===== config.mk =====
export PLATFORM = sky130hd
export DESIGN_NAME = sswd_supervisor
export DESIGN_NICKNAME = d
export VERILOG_FILES = /design/src/hw/sswd_pkg.sv /design/src/hw/sswd_timer.sv /design/src/hw/sswd_supervisor.sv
export SDC_FILE = /design/constraint.sdc
export NUM_CORES = 1
export LEC_CHECK = 0
export BUFFER_PORTS_ARGS = -buffer_cell sky130_fd_sc_hd__buf_2
export CAP_MARGIN = 10
export CORE_MARGIN = 1
export CORE_UTILIZATION = 35
export DETAILED_ROUTE_END_ITERATION = 10
export RECOVER_POWER = 25
export REMOVE_ABC_BUFFERS = 1
export SYNTH_ARGS = -nofsm -noshare
export SYNTH_HDL_FRONTEND = slang
export SYNTH_SLANG_ARGS = --single-unit

===== constraint.sdc =====
create_clock -name i_clk -period 2.8 [get_ports i_clk]
set_input_delay 0.14 -clock i_clk [delete_from_list [all_inputs] [get_ports i_clk]]
set_output_delay 0.14 -clock i_clk [all_outputs]
set_load 0.05 [all_outputs]

===== src/hw/sswd_pkg.sv =====
package sswd_pkg;

    // ==========================================================
    // timebase
    // ==========================================================
    localparam int unsigned CLK_FREQ_MHZ = 10; // 100 ns period

    // ==========================================================
    // watchdog period options, in microseconds as printed
    // ==========================================================
    localparam int unsigned WD_PERIOD_US_OPT0 = 6200;
    localparam int unsigned WD_PERIOD_US_OPT1 = 102000;
    localparam int unsigned WD_PERIOD_US_OPT2 = 1600000;
    localparam int unsigned WD_PERIOD_US_OPT3 = 25600000;
    localparam int unsigned WD_SEL_DEFAULT = 0;

    // ==========================================================
    // reset hold period, a plain default since no figure is fixed
    // ==========================================================
    localparam int unsigned RESET_TIMEOUT_US = 200000;
    localparam int unsigned RESET_TIMEOUT_CYCLES = RESET_TIMEOUT_US * CLK_FREQ_MHZ;

    // ==========================================================
    // counter width and reset values
    // ==========================================================
    localparam int unsigned TIMER_WIDTH = 32;
    localparam logic LOW_LINE_RESET_VAL = 1'b0; // warn until the supply is known
    localparam logic ACTIVITY_RESET_VAL = 1'b0;

    // ==========================================================
    // supervisor states, gray along power-up then watchdog trip
    // ==========================================================
    typedef enum logic [1:0] {
        ST_RESET = 2'h0,
        ST_HOLD = 2'h1,
        ST_RUN = 2'h3,
        ST_WDHOLD = 2'h2
    } sswd_state_type;

    // watchdog period in clock cycles for an option code
    function automatic int unsigned wd_period_cycles(input int unsigned sel);
        int unsigned us;
        us = WD_PERIOD_US_OPT0;
        case (sel)
            1: us = WD_PERIOD_US_OPT1;
            2: us = WD_PERIOD_US_OPT2;
            3: us = WD_PERIOD_US_OPT3;
            default: us = WD_PERIOD_US_OPT0;
        endcase
        return us * CLK_FREQ_MHZ;
    endfunction : wd_period_cycles

endpackage : sswd_pkg


===== src/hw/sswd_timer.sv =====
// saturating up-counter; clear wins over counting
module sswd_timer #(
    parameter int unsigned WIDTH = sswd_pkg::TIMER_WIDTH,
    parameter logic [WIDTH-1:0] LIMIT = WIDTH'(sswd_pkg::RESET_TIMEOUT_CYCLES)
) (
    input wire logic i_clk,
    input wire logic i_sys_rst,
    input wire logic i_clear,
    output logic [WIDTH-1:0] o_count,
    output logic o_done
);

    logic [WIDTH-1:0] count_r;
    logic [WIDTH-1:0] count_nxt;

    // ==========================================================
    // count
    // ==========================================================
    // stop at the limit so a long stall cannot wrap and look fresh
    always_comb begin
        count_nxt = count_r;
        if (i_clear) begin
            count_nxt = '0;
        end else if (count_r != LIMIT) begin
            count_nxt = count_r + WIDTH'(1);
        end
    end

    always_ff @(posedge i_clk or posedge i_sys_rst) begin
        if (i_sys_rst) begin
            count_r <= '0;
        end else begin
            count_r <= count_nxt;
        end
    end

    assign o_count = count_r;
    assign o_done = (count_r == LIMIT);

endmodule : sswd_timer


===== src/hw/sswd_supervisor.sv =====
module sswd_supervisor #(
    parameter bit RESET_ACTIVE_HIGH = 1'b0,
    parameter int unsigned WD_SEL = sswd_pkg::WD_SEL_DEFAULT,
    parameter int unsigned WD_CYCLES = sswd_pkg::wd_period_cycles(WD_SEL),
    parameter int unsigned RESET_CYCLES = sswd_pkg::RESET_TIMEOUT_CYCLES
) (
    input wire logic i_clk,
    input wire logic i_sys_rst,
    input wire logic i_supply_ok,
    input wire logic i_above_low_line,
    input wire logic i_above_low_line_hyst,
    input wire logic i_watchdog_activity_input,
    output logic o_sys_reset,
    output logic o_low_line_warning
);

    localparam int unsigned W = sswd_pkg::TIMER_WIDTH;
    localparam logic RST_OUT_INIT = RESET_ACTIVE_HIGH;

    // reset is asserted in every state except normal running
    function automatic logic reset_asserted(input sswd_pkg::sswd_state_type st);
        return (st != sswd_pkg::ST_RUN);
    endfunction : reset_asserted

    // level driven on the pin for an asserted flag
    function automatic logic reset_level(input logic asserted);
        return RESET_ACTIVE_HIGH ? asserted : !asserted;
    endfunction : reset_level

    sswd_pkg::sswd_state_type state_r;
    sswd_pkg::sswd_state_type state_nxt;
    logic sys_reset_r;
    logic sys_reset_nxt;
    logic low_line_r;
    logic low_line_nxt;
    logic activity_prev_r;
    logic activity_prev_nxt;
    logic activity_edge;
    logic hold_clear;
    logic hold_done;
    logic [W-1:0] hold_count;
    logic wd_clear;
    logic wd_done;
    logic [W-1:0] wd_count;

    // ==========================================================
    // timers
    // ==========================================================
    // hold timer only runs while a release is pending
    assign hold_clear = (state_r != sswd_pkg::ST_HOLD) && (state_r != sswd_pkg::ST_WDHOLD);

    sswd_timer #(
        .WIDTH(W),
        .LIMIT(W'(RESET_CYCLES))
    ) u_hold_timer (
        .i_clk(i_clk),
        .i_sys_rst(i_sys_rst),
        .i_clear(hold_clear),
        .o_count(hold_count),
        .o_done(hold_done)
    );

    // any edge on the activity line, taken as synchronous
    assign activity_edge = i_watchdog_activity_input ^ activity_prev_r;
    // watchdog sits at zero outside running so it restarts clean
    assign wd_clear = (state_r != sswd_pkg::ST_RUN) || activity_edge;

    sswd_timer #(
        .WIDTH(W),
        .LIMIT(W'(WD_CYCLES))
    ) u_wd_timer (
        .i_clk(i_clk),
        .i_sys_rst(i_sys_rst),
        .i_clear(wd_clear),
        .o_count(wd_count),
        .o_done(wd_done)
    );

    // ==========================================================
    // supervisor state
    // ==========================================================
    // a low supply overrides every other cause and restarts the hold
    always_comb begin
        state_nxt = state_r;
        unique case (state_r)
            sswd_pkg::ST_RESET: begin
                if (i_supply_ok) begin
                    state_nxt = sswd_pkg::ST_HOLD;
                end
            end
            sswd_pkg::ST_HOLD: begin
                if (hold_done) begin
                    state_nxt = sswd_pkg::ST_RUN;
                end
            end
            sswd_pkg::ST_RUN: begin
                if (wd_done) begin
                    state_nxt = sswd_pkg::ST_WDHOLD;
                end
            end
            sswd_pkg::ST_WDHOLD: begin
                if (hold_done) begin
                    state_nxt = sswd_pkg::ST_RUN;
                end
            end
        endcase
        if (!i_supply_ok) begin
            state_nxt = sswd_pkg::ST_RESET;
        end
    end

    // ==========================================================
    // outputs and edge history
    // ==========================================================
    // the reset output is taken from the next state so the pin has no extra lag
    always_comb begin
        sys_reset_nxt = reset_level(reset_asserted(state_nxt));
        activity_prev_nxt = i_watchdog_activity_input;
        low_line_nxt = low_line_r;
        if (!i_above_low_line) begin
            low_line_nxt = 1'b0;
        end else if (i_above_low_line_hyst) begin
            low_line_nxt = 1'b1;
        end
    end

    always_ff @(posedge i_clk or posedge i_sys_rst) begin
        if (i_sys_rst) begin
            state_r <= sswd_pkg::ST_RESET;
            sys_reset_r <= RST_OUT_INIT;
            low_line_r <= sswd_pkg::LOW_LINE_RESET_VAL;
            activity_prev_r <= sswd_pkg::ACTIVITY_RESET_VAL;
        end else begin
            state_r <= state_nxt;
            sys_reset_r <= sys_reset_nxt;
            low_line_r <= low_line_nxt;
            activity_prev_r <= activity_prev_nxt;
        end
    end

    assign o_sys_reset = sys_reset_r;
    assign o_low_line_warning = low_line_r;

    localparam logic ASSERTED_LVL = RESET_ACTIVE_HIGH;

    // cycles spent running with no activity edge
    logic [W-1:0] quiet_cnt_r;
    always_ff @(posedge i_clk or posedge i_sys_rst) begin
        if (i_sys_rst) begin
            quiet_cnt_r <= '0;
        end else if (state_r != sswd_pkg::ST_RUN || activity_edge) begin
            quiet_cnt_r <= '0;
        end else begin
            quiet_cnt_r <= quiet_cnt_r + W'(1);
        end
    end
endmodule : sswd_supervisor


==> impl_metrics.json, run 1 <==
{
  "met2_length_um": 3552,
  "cpMaxStageDelayCell": "nor4_1",
  "final_core_util": 0.3996,
  "path_class": "flop to flop",
  "fp.dieArea_sq_um": 10920,
  "areaGrowthSynthToFinish_pct": 11.63,
  "skew_ns": 0.01069,
  "grt_pass1_wl_um": 12480,
  "nets": 393,
  "ys_ff_latch": 69,
  "grt_pass1_vias": 2664,
  "r2r_start": "u_hold_timer.o_count[0]",
  "ys_types": 39,
  "vias": 2668,
  "hold_viol": 0,
  "wl_um": 7073,
  "wl_met1_um": 3305,
  "die_h_um": 104.5,
  "p_leak_nw": 1.733,
  "dr.max_layer_used": "met4",
  "grt_max_degree": 38,
  "max_freq_ghz": 0.4506,
  "min_to": "state_r[0]",
  "crit_arrival_ns": 2.45,
  "max-vdd-ir-drop_v": 0.0002228,
  "clkTransAtPathRegs_ns": 0.07,
  "diodes": 0,
  "coreArea_sq_um": 10280,
  "syn_area_sq_um": 3679,
  "reg2regPathDepth": 6,
  "root_buffer": "clkbuf_8",
  "worst_pin_slew_ns": 1.445,
  "initialDrtViolationCount": 91,
  "cts_hold_buf": 4,
  "syn_inst": 373,
  "max_stage_delay_ns": 0.53,
  "critPathCaptureType": "flop",
  "cp.buffers_inverters": 0,
  "crit_path_max_fanout": 12,
  "ant_nets": 0,
  "hold_path_depth": 2,
  "grt_usage": 0.1417,
  "std_cell_rows": 37,
  "initial_core_util": 0.3579,
  "wl_per_cell_um": 13.55,
  "post_cts_resize_count": 0,
  "total_power_w": 0.002005,
  "cts_setup_buffers": 0,
  "hold_path.class": "input pin to flop",
  "worstHoldStart": "i_supply_ok",
  "port_buffers": 7,
  "dpl-instance-area_sq_um": 3849,
  "design_area_sq_um": 4106,
  "slew_violations": 0,
  "drive_gt1_frac": 0.07254,
  "regToRegEndpoint": "u_hold_timer.o_count[30]",
  "required_ns": 3.03,
  "dp_hpwl_um": 4688,
  "period_minus_slack_ns": 2.219,
  "synth_area_per_cell_sq_um": 9.862,
  "maxSlewHeadroom": 0.03531,
  "drt-vias-per-instance": 5.111,
  "clk-insertion-delay-late_ns": 0.34,
  "cts_sinks": 69,
  "fp.dieW_um": 104.5,
  "path_cells": "ha_1 -> and3_1 -> nand4_1 -> nor4_1 -> xor2_1 -> and2_1",
  "first_pass_iters": 4,
  "crit_start": "u_hold_timer.o_count[0]",
  "cts_tree": "yes",
  "setup_tns_ns": 0,
  "rrSetupSlack_ns": 0.58,
  "cp_top_family": "simple AND/OR/NAND/NOR gates",
  "ys_warn_count": 0,
  "antenna_found_initial": 0,
  "place_congestion": 0.7500,
  "power.density_nw_per_um2": 488.2,
  "grt_overflow": 0,
  "drc": 0,
  "cts_buffers": 9,
  "htreeDepth": 3,
  "routed-wl-met3_um": 157,
  "drv_cap": 0,
  "pin_count": 8,
  "final-setup-viol-count": 0,
  "start_kind": "flop",
  "post-route-period-util": 0.7926,
  "status": "finished, final reports clean",
  "clock_path_buffers": 2,
  "rsz0062_at_grt": "no",
  "seq_area_frac_synth": 0.4694
}
-- power by group --
part,leakage (nW),switching (W),internal (W)
sequential,0.958,0.00000953,0.00100
clock,0.106,0.000398,0.000504
combinational,0.669,0.0000563,0.0000330
total,1.73,0.000464,0.00154
-- how the worst max path moves through the flow --
| stage | cells past startpoint | slack, ns | to |
|---|---|---|---|
| CTS | 6 | 0.61 | u_hold_timer.o_count[30] |
| floorplan | 1 | 0.92 | activity_prev_r |
| global placement | 6 | 0.71 | u_hold_timer.o_count[26] |
| finish | 6 | 0.58 | u_hold_timer.o_count[30] |
| global route | 5 | 0.39 | state_r[1] |
| detailed placement | 6 | 0.62 | u_hold_timer.o_count[30] |
-- through the flow --
| step | cells | hold slack, ns | worst slack, ns |
|---|---|---|---|
| floorplan | 357 | 0.1714 | 0.9201 |
| global placement | 502 | 0.2739 | 0.7079 |
| detailed placement | 502 | 0.2790 | 0.6172 |
| CTS | 522 | 0.03046 | 0.6098 |
| global route | 522 | 0.04520 | 0.3934 |
| finish | 522 | 0.04852 | 0.5807 |
-- metal layers --
layer  vias up  track usage
met5         -            0
met4         0      0.05612
met3         5      0.03008
met2        28       0.2427
met1      1319       0.1729
li1       1316            -
-- logic make-up (layout without fill, tap and decap cells) --
| kind of cell | Yosys count | after routing | synth area share |
|---|---|---|---|
| flip-flops | 69 | 69 | 0.4694 |
| AO/OA/AOI/OAI | 18 | 18 | 0.03197 |
| AND/OR/NAND/NOR | 192 | 192 | 0.3068 |
| multiplexers | 2 | 2 | 0.005442 |
| XOR/XNOR | 57 | 57 | 0.1357 |
| buffers and inverters | 29 | 42 | 0.03027 |
| adder cells (fa/ha/maj) | 6 | 6 | 0.02041 |
-- sequential cells by signal, summed over array words and instances, names as in the netlist --
signal and cells:
activity_prev_r 1, o_low_line_warning 1, o_sys_reset 1, state_r 2
u_hold_timer.o_count 32, u_wd_timer.o_count 32
-- area by class of cell --
| cell class | count | area [sq um] |
|---|---|---|
| Fill cell | 1033 | 6171 |
| Multi-Input combinational cell | 275 | 1841 |
| Sequential cell | 69 | 1727 |
| Tap cell | 136 | 170.2 |
| Clock buffer | 9 | 123.9 |
| Timing Repair Buffer | 13 | 98.84 |
| Clock inverter | 7 | 97.59 |
| Inverter | 13 | 48.80 |
-- cells in the final DEF, fill, tap and decap left out, types with 3 or more instances in the layout --
master | synthesis | final
nand2_1 | 19 | 19
and2_1 | 32 | 32
a21boi_0 | 4 | 4
and4_1 | 6 | 6
nor4b_1 | 5 | 5
xor2_1 | 38 | 38
and3_1 | 9 | 9
ha_1 | 6 | 6
nor2b_1 | 4 | 4
inv_1 | 13 | 13
xnor2_1 | 19 | 19
nand3_1 | 16 | 16
o21ai_0 | 7 | 7
clkbuf_8 | 0 | 9
nor4_1 | 16 | 16
nand4_1 | 25 | 25
dlygate4sd3_1 | 0 | 4
nor3_1 | 8 | 8
clkbuf_1 | 12 | 3
or3_1 | 5 | 5
nor2_1 | 35 | 35
dfrtp_1 | 69 | 69
buf_2 | 2 | 4
-- cells in the mapped netlist --
master	number	area [sq um]
dfrtp_1	69	1727
or2_2	1	6.260
nand2_1	19	71.32
nor4_1	16	100.1
nand3_2	1	10.01
nor4_4	2	42.54
nand4b_1	1	8.760
nor2b_1	4	25.02
and3_1	9	56.30
nand4_4	1	21.27
ha_1	6	75.07
xnor2_1	19	166.4
buf_2	2	10.01
or2_1	1	6.260
or3_1	5	31.28
nor3b_1	1	7.510
nand3_1	16	80.08
and2_1	32	200.2
nor4b_1	5	43.79
nor4bb_1	2	20.02
mux2i_1	2	20.02
a21boi_0	4	30.03
buf_1	2	7.510
nand4_1	25	156.4
nor3_1	8	40.04
and4_1	6	52.55
clkbuf_1	12	45.04
o2111ai_1	1	8.760
a211o_1	1	8.760
nor3_2	1	10.01
xor2_1	38	332.8
or4_1	1	7.510
o21a_1	2	15.01
nor2_1	35	131.4
a21oi_1	1	5.000
a21boi_1	1	7.510
o31ai_1	1	7.510
o21ai_0	7	35.03
inv_1	13	48.80
(Power assumes the default switching activity.)
==> run 2, diff against run 1 <==
- clock period: 2.8 -> 1.9 ns (I/O delays scaled with it)
==> impl_metrics.json, run 2 (synthesis results as in run 1) <==
{
  "grt_pass1_wl_um": 12640,
  "crit_path_max_fanout": 12,
  "cts_sinks": 69,
  "max-vdd-ir-drop_v": 0.0004257,
  "final-setup-viol-count": 0,
  "power.density_nw_per_um2": 702.3,
  "drt-vias-per-instance": 4.935,
  "drive_gt1_frac": 0.1244,
  "crit_arrival_ns": 2.06,
  "areaGrowthSynthToFinish_pct": 15.85,
  "skew_ns": 0.007597,
  "path_class": "flop to flop",
  "place_congestion": 0.7991,
  "coreArea_sq_um": 10280,
  "critPathCaptureType": "flop",
  "post-route-period-util": 0.9569,
  "grt_usage": 0.1478,
  "first_pass_iters": 4,
  "drv_cap": 0,
  "nets": 409,
  "design_area_sq_um": 4262,
  "std_cell_rows": 37,
  "initial_core_util": 0.3579,
  "rsz0062_at_grt": "yes",
  "clk-insertion-delay-late_ns": 0.35,
  "vias": 2655,
  "grt_max_degree": 70,
  "root_buffer": "clkbuf_8",
  "drc": 0,
  "holdWs_ns": 0.4365,
  "antenna_found_initial": 0,
  "wl_per_cell_um": 13.43,
  "period_minus_slack_ns": 1.818,
  "start_kind": "flop",
  "port_buffers": 7,
  "hold_viol": 0,
  "dpl-instance-area_sq_um": 3954,
  "crit_start": "u_hold_timer.o_count[0]",
  "worst_pin_slew_ns": 0.9421,
  "p_leak_nw": 1.820,
  "pin_count": 8,
  "cts_buffers": 9,
  "die_h_um": 104.5,
  "slew_violations": 0,
  "maxSlewHeadroom": 0.3720,
  "dp_hpwl_um": 4723,
  "clkTransAtPathRegs_ns": 0.07,
  "hold_path.class": "input pin to flop",
  "status": "finished, final reports clean",
  "final_common_cell": "dfrtp_1",
  "clock_path_buffers": 2,
  "grt_overflow": 0,
  "seq_area_sq_um": 1727,
  "wl_um": 7224,
  "required_ns": 2.14,
  "htreeDepth": 3,
  "fillers": 1032,
  "grt_pass1_vias": 2575,
  "r2r_start": "u_hold_timer.o_count[0]",
  "worstHoldStart": "i_watchdog_activity_input",
  "fp.dieW_um": 104.5,
  "max_freq_ghz": 0.5500,
  "initialDrtViolationCount": 69,
  "diodes": 0,
  "ant_nets": 0,
  "layout_common_cells": "dfrtp_1 (69), xor2_1 (38), nor2_1 (35), and2_1 (32), nand4_1 (25)",
  "fp.dieArea_sq_um": 10920,
  "cts_tree": "yes",
  "multi_input_comb_area_sq_um": 1876
}
## run 2: worst max-delay path: stages, from the launching register on
cell	delay (ns)
dfrtp_1	0.42
ha_1	0.20
and3_1	0.20
nand4_1	0.10
buf_4	0.20
nor4_1	0.33
xor2_1	0.10
and2_1	0.16
## run 2: routing by layer
metal	vias up	share of wire	GRT usage
li1	1336	-	-
met1	1294	0.48	0.1886
met2	14	0.48	0.2318
met3	11	0.021	0.04511
met4	0	0.017	0.06122
met5	-	0	0
## run 2: power breakdown
part / leakage [nW] / internal (W) / total, W / switching (W)
clock network: 0.110 / 0.000812 / 0.00136 / 0.000552
logic: 0.752 / 0.0000497 / 0.000135 / 0.0000854
registers: 0.958 / 0.00148 / 0.00149 / 0.0000137
total: 1.82 / 0.00234 / 0.00299 / 0.000651
## run 2: path summary, 6_finish.rpt
check / cells after the start / end / slack, ns
worst max-delay path: 7 / u_hold_timer.o_count[30] / 0.08
worst min-delay path: 2 / activity_prev_r / 0.44
worst max register to register: 7 / u_hold_timer.o_count[30] / 0.08
worst min register to register: 2 / u_wd_timer.o_count[22] / 0.58
max in group asynchronous: 4 / u_hold_timer.o_count[3] / 0.71
min in group asynchronous: 4 / u_wd_timer.o_count[24] / 0.60
## run 2: final cells by class
type                       count  share of cell area
clock buffer                  13             0.03729
clock inverter                 3             0.01585
inverter                      13             0.01145
multi-input combinational    275              0.4401
sequential                    69              0.4052
tap                          136             0.03993
timing repair buffer          29             0.05021
## run 2: metrics by stage
stage	total power, W	setup WS, ns	utilization	cells	TNS (ns)
floorplan	0.001609	0.05699	-	357	0
global placement	0.001656	0.1340	0.3847	516	0
detailed placement	0.001658	0.08347	0.3847	516	0
CTS	0.003064	0.05552	0.4116	537	0
global route	0.003120	-0.03980	0.4147	538	-0.1418
finish	0.002993	0.08198	0.4147	538	0
## run 2: timing repair
item | in CTS | in global routing
endpoints found under the hold margin | 72 | 0
resized for setup | 0 | 9
hold buffers | 5 | 0
buffers inserted | 0 | 1
setup endpoints to repair | 0 | 21
==> run 3, diff against run 2 <==
- BUFFER_PORTS_ARGS: -buffer_cell sky130_fd_sc_hd__buf_2 -> -buffer_cell sky130_fd_sc_hd__buf_4
==> impl_metrics.json, run 3 (synthesis results as in run 1) <==
{
  "status": "finished, final reports clean",
  "grt_pass1_vias": 2725,
  "wl_per_cell_um": 13.36,
  "std_cell_rows": 37,
  "pin_count": 8,
  "path_class": "flop to flop",
  "critPathCaptureType": "flop",
  "drt-vias-per-instance": 5.041,
  "layout_common_cells": "dfrtp_1 (69), xor2_1 (38), nor2_1 (35), and2_1 (32)",
  "final-setup-viol-count": 0,
  "path_cells": "ha_1 -> and3_1 -> nand4_1 -> buf_4 -> nor4_1 -> xor2_1 -> and2_1",
  "hold_viol": 0,
  "skew_ns": 0.01254,
  "power.density_nw_per_um2": 665.5,
  "root_buffer": "clkbuf_8",
  "maxSlewHeadroom": 0.6235,
  "holdWs_ns": 0.2193,
  "max_stage_delay_ns": 0.41,
  "cp_top_family": "simple AND/OR/NAND/NOR gates",
  "hold_path.class": "input pin to asynchronous set/reset pin",
  "drc": 0,
  "crit_path_max_fanout": 12,
  "start_kind": "flop",
  "cts_sinks": 69,
  "nets": 414,
  "post-place-ws_ns": 0.1106,
  "fillers": 1001,
  "grt_usage": 0.1440,
  "wl_um": 7255,
  "port_buffers": 7,
  "max_freq_ghz": 0.5614,
  "cts_tree": "yes",
  "post-route-period-util": 0.9375,
  "clock_path_buffers": 2,
  "clkTransAtPathRegs_ns": 0.08,
  "initialDrtViolationCount": 97,
  "p_leak_nw": 1.846,
  "seq_area_sq_um": 1727,
  "dp_hpwl_um": 4898,
  "ant_nets": 0,
  "worst_pin_slew_ns": 0.5647,
  "rsz0062_at_grt": "yes",
  "final_common_cell": "dfrtp_1",
  "vias": 2737,
  "place_congestion": 0.7905,
  "r2r_start": "u_hold_timer.o_count[0]",
  "drive_gt1_frac": 0.1351,
  "reg2regPathDepth": 7,
  "htreeDepth": 3,
  "drv_cap": 0,
  "worstSetupEndpoint": "u_hold_timer.o_count[24]",
  "slew_violations": 0,
  "cpMaxStageDelayCell": "dfrtp_1",
  "cts_buffers": 9,
  "max-vdd-ir-drop_v": 0.0002938,
  "period_minus_slack_ns": 1.781,
  "fin_ws_ns": 0.1188,
  "clk-insertion-delay-late_ns": 0.35,
  "fp.dieArea_sq_um": 10920,
  "first_pass_iters": 4,
  "multi_input_comb_area_sq_um": 1866,
  "antenna_found_initial": 0,
  "grt_max_degree": 35,
  "initial_core_util": 0.3579,
  "grt_pass1_wl_um": 12770,
  "worst-path-stages": 7,
  "cp.buffers_inverters": 1,
  "coreArea_sq_um": 10280,
  "areaGrowthSynthToFinish_pct": 16.02,
  "crit_start": "u_hold_timer.o_count[0]",
  "regToRegEndpoint": "u_hold_timer.o_count[24]",
  "grt_overflow": 0,
  "required_ns": 2.13,
  "diodes": 0,
  "rrSetupSlack_ns": 0.12,
  "fp.dieW_um": 104.5,
  "crit_arrival_ns": 2.02,
  "die_h_um": 104.5
}
## run 3: timing repair
item | in CTS | in global routing
buffers inserted | 0 | 0
hold endpoints to repair | 72 | 0
gates resized for setup | 0 | 5
setup endpoints to repair | 0 | 12
hold buffers | 5 | 0
## run 3: area by class of cell
| type | count | area share |
|---|---|---|
| clock buffers | 9 | 0.02902 |
| clock inverters | 7 | 0.01730 |
| inverters | 13 | 0.01143 |
| multi-input cells | 275 | 0.4371 |
| flip-flops and latches | 69 | 0.4046 |
| well taps | 136 | 0.03987 |
| repair buffers | 34 | 0.06069 |
## run 3: worst min-delay path, cell delays in order
cell and delay (ns):
dlygate4sd3_1 0.53, clkbuf_4 0.13, inv_1 0.19
## run 3: power by group
group / internal (W) / switching, W / leakage (nW) / total (W)
clock network: 0.000610 / 0.000593 / 0.0996 / 0.00120
logic: 0.0000559 / 0.0000883 / 0.788 / 0.000144
registers: 0.00148 / 0.0000136 / 0.958 / 0.00149
## run 3: metal layers
layer	vias to the layer above	track usage	share of wire
li1	1351	-	-
met1	1349	0.1834	0.48
met2	25	0.2318	0.47
met3	12	0.03571	0.026
met4	0	0.06122	0.018
met5	-	0	0
## run 3: how the worst min path moves through the flow
stage,startpoint,end,slack (ns),depth (start not counted)
4_1_cts,i_sys_rst,u_wd_timer.o_count[25],0.17,3
3_5_place_dp,i_sys_rst,u_wd_timer.o_count[25],-0.002,2
3_3_place_gp,i_sys_rst,u_wd_timer.o_count[25],-0.003,2
5_1_grt,i_sys_rst,u_wd_timer.o_count[25],0.24,3
2_1_floorplan,i_watchdog_activity_input,activity_prev_r,0.13,0
6_report,i_sys_rst,u_wd_timer.o_count[25],0.22,3
## run 3: stage by stage
stage          setup TNS (ns)  instances  cell area, sq um  total power [W]  utilization
2_1_floorplan               0        357              3616         0.001609            -
3_3_place_gp                0        522              4004         0.001659       0.3896
3_5_place_dp                0        522              4004         0.001663       0.3896
4_1_cts                     0        543              4252         0.002897       0.4137
5_1_grt               -0.2541        543              4268         0.002967       0.4153
6_report                    0        543              4268         0.002840       0.4153
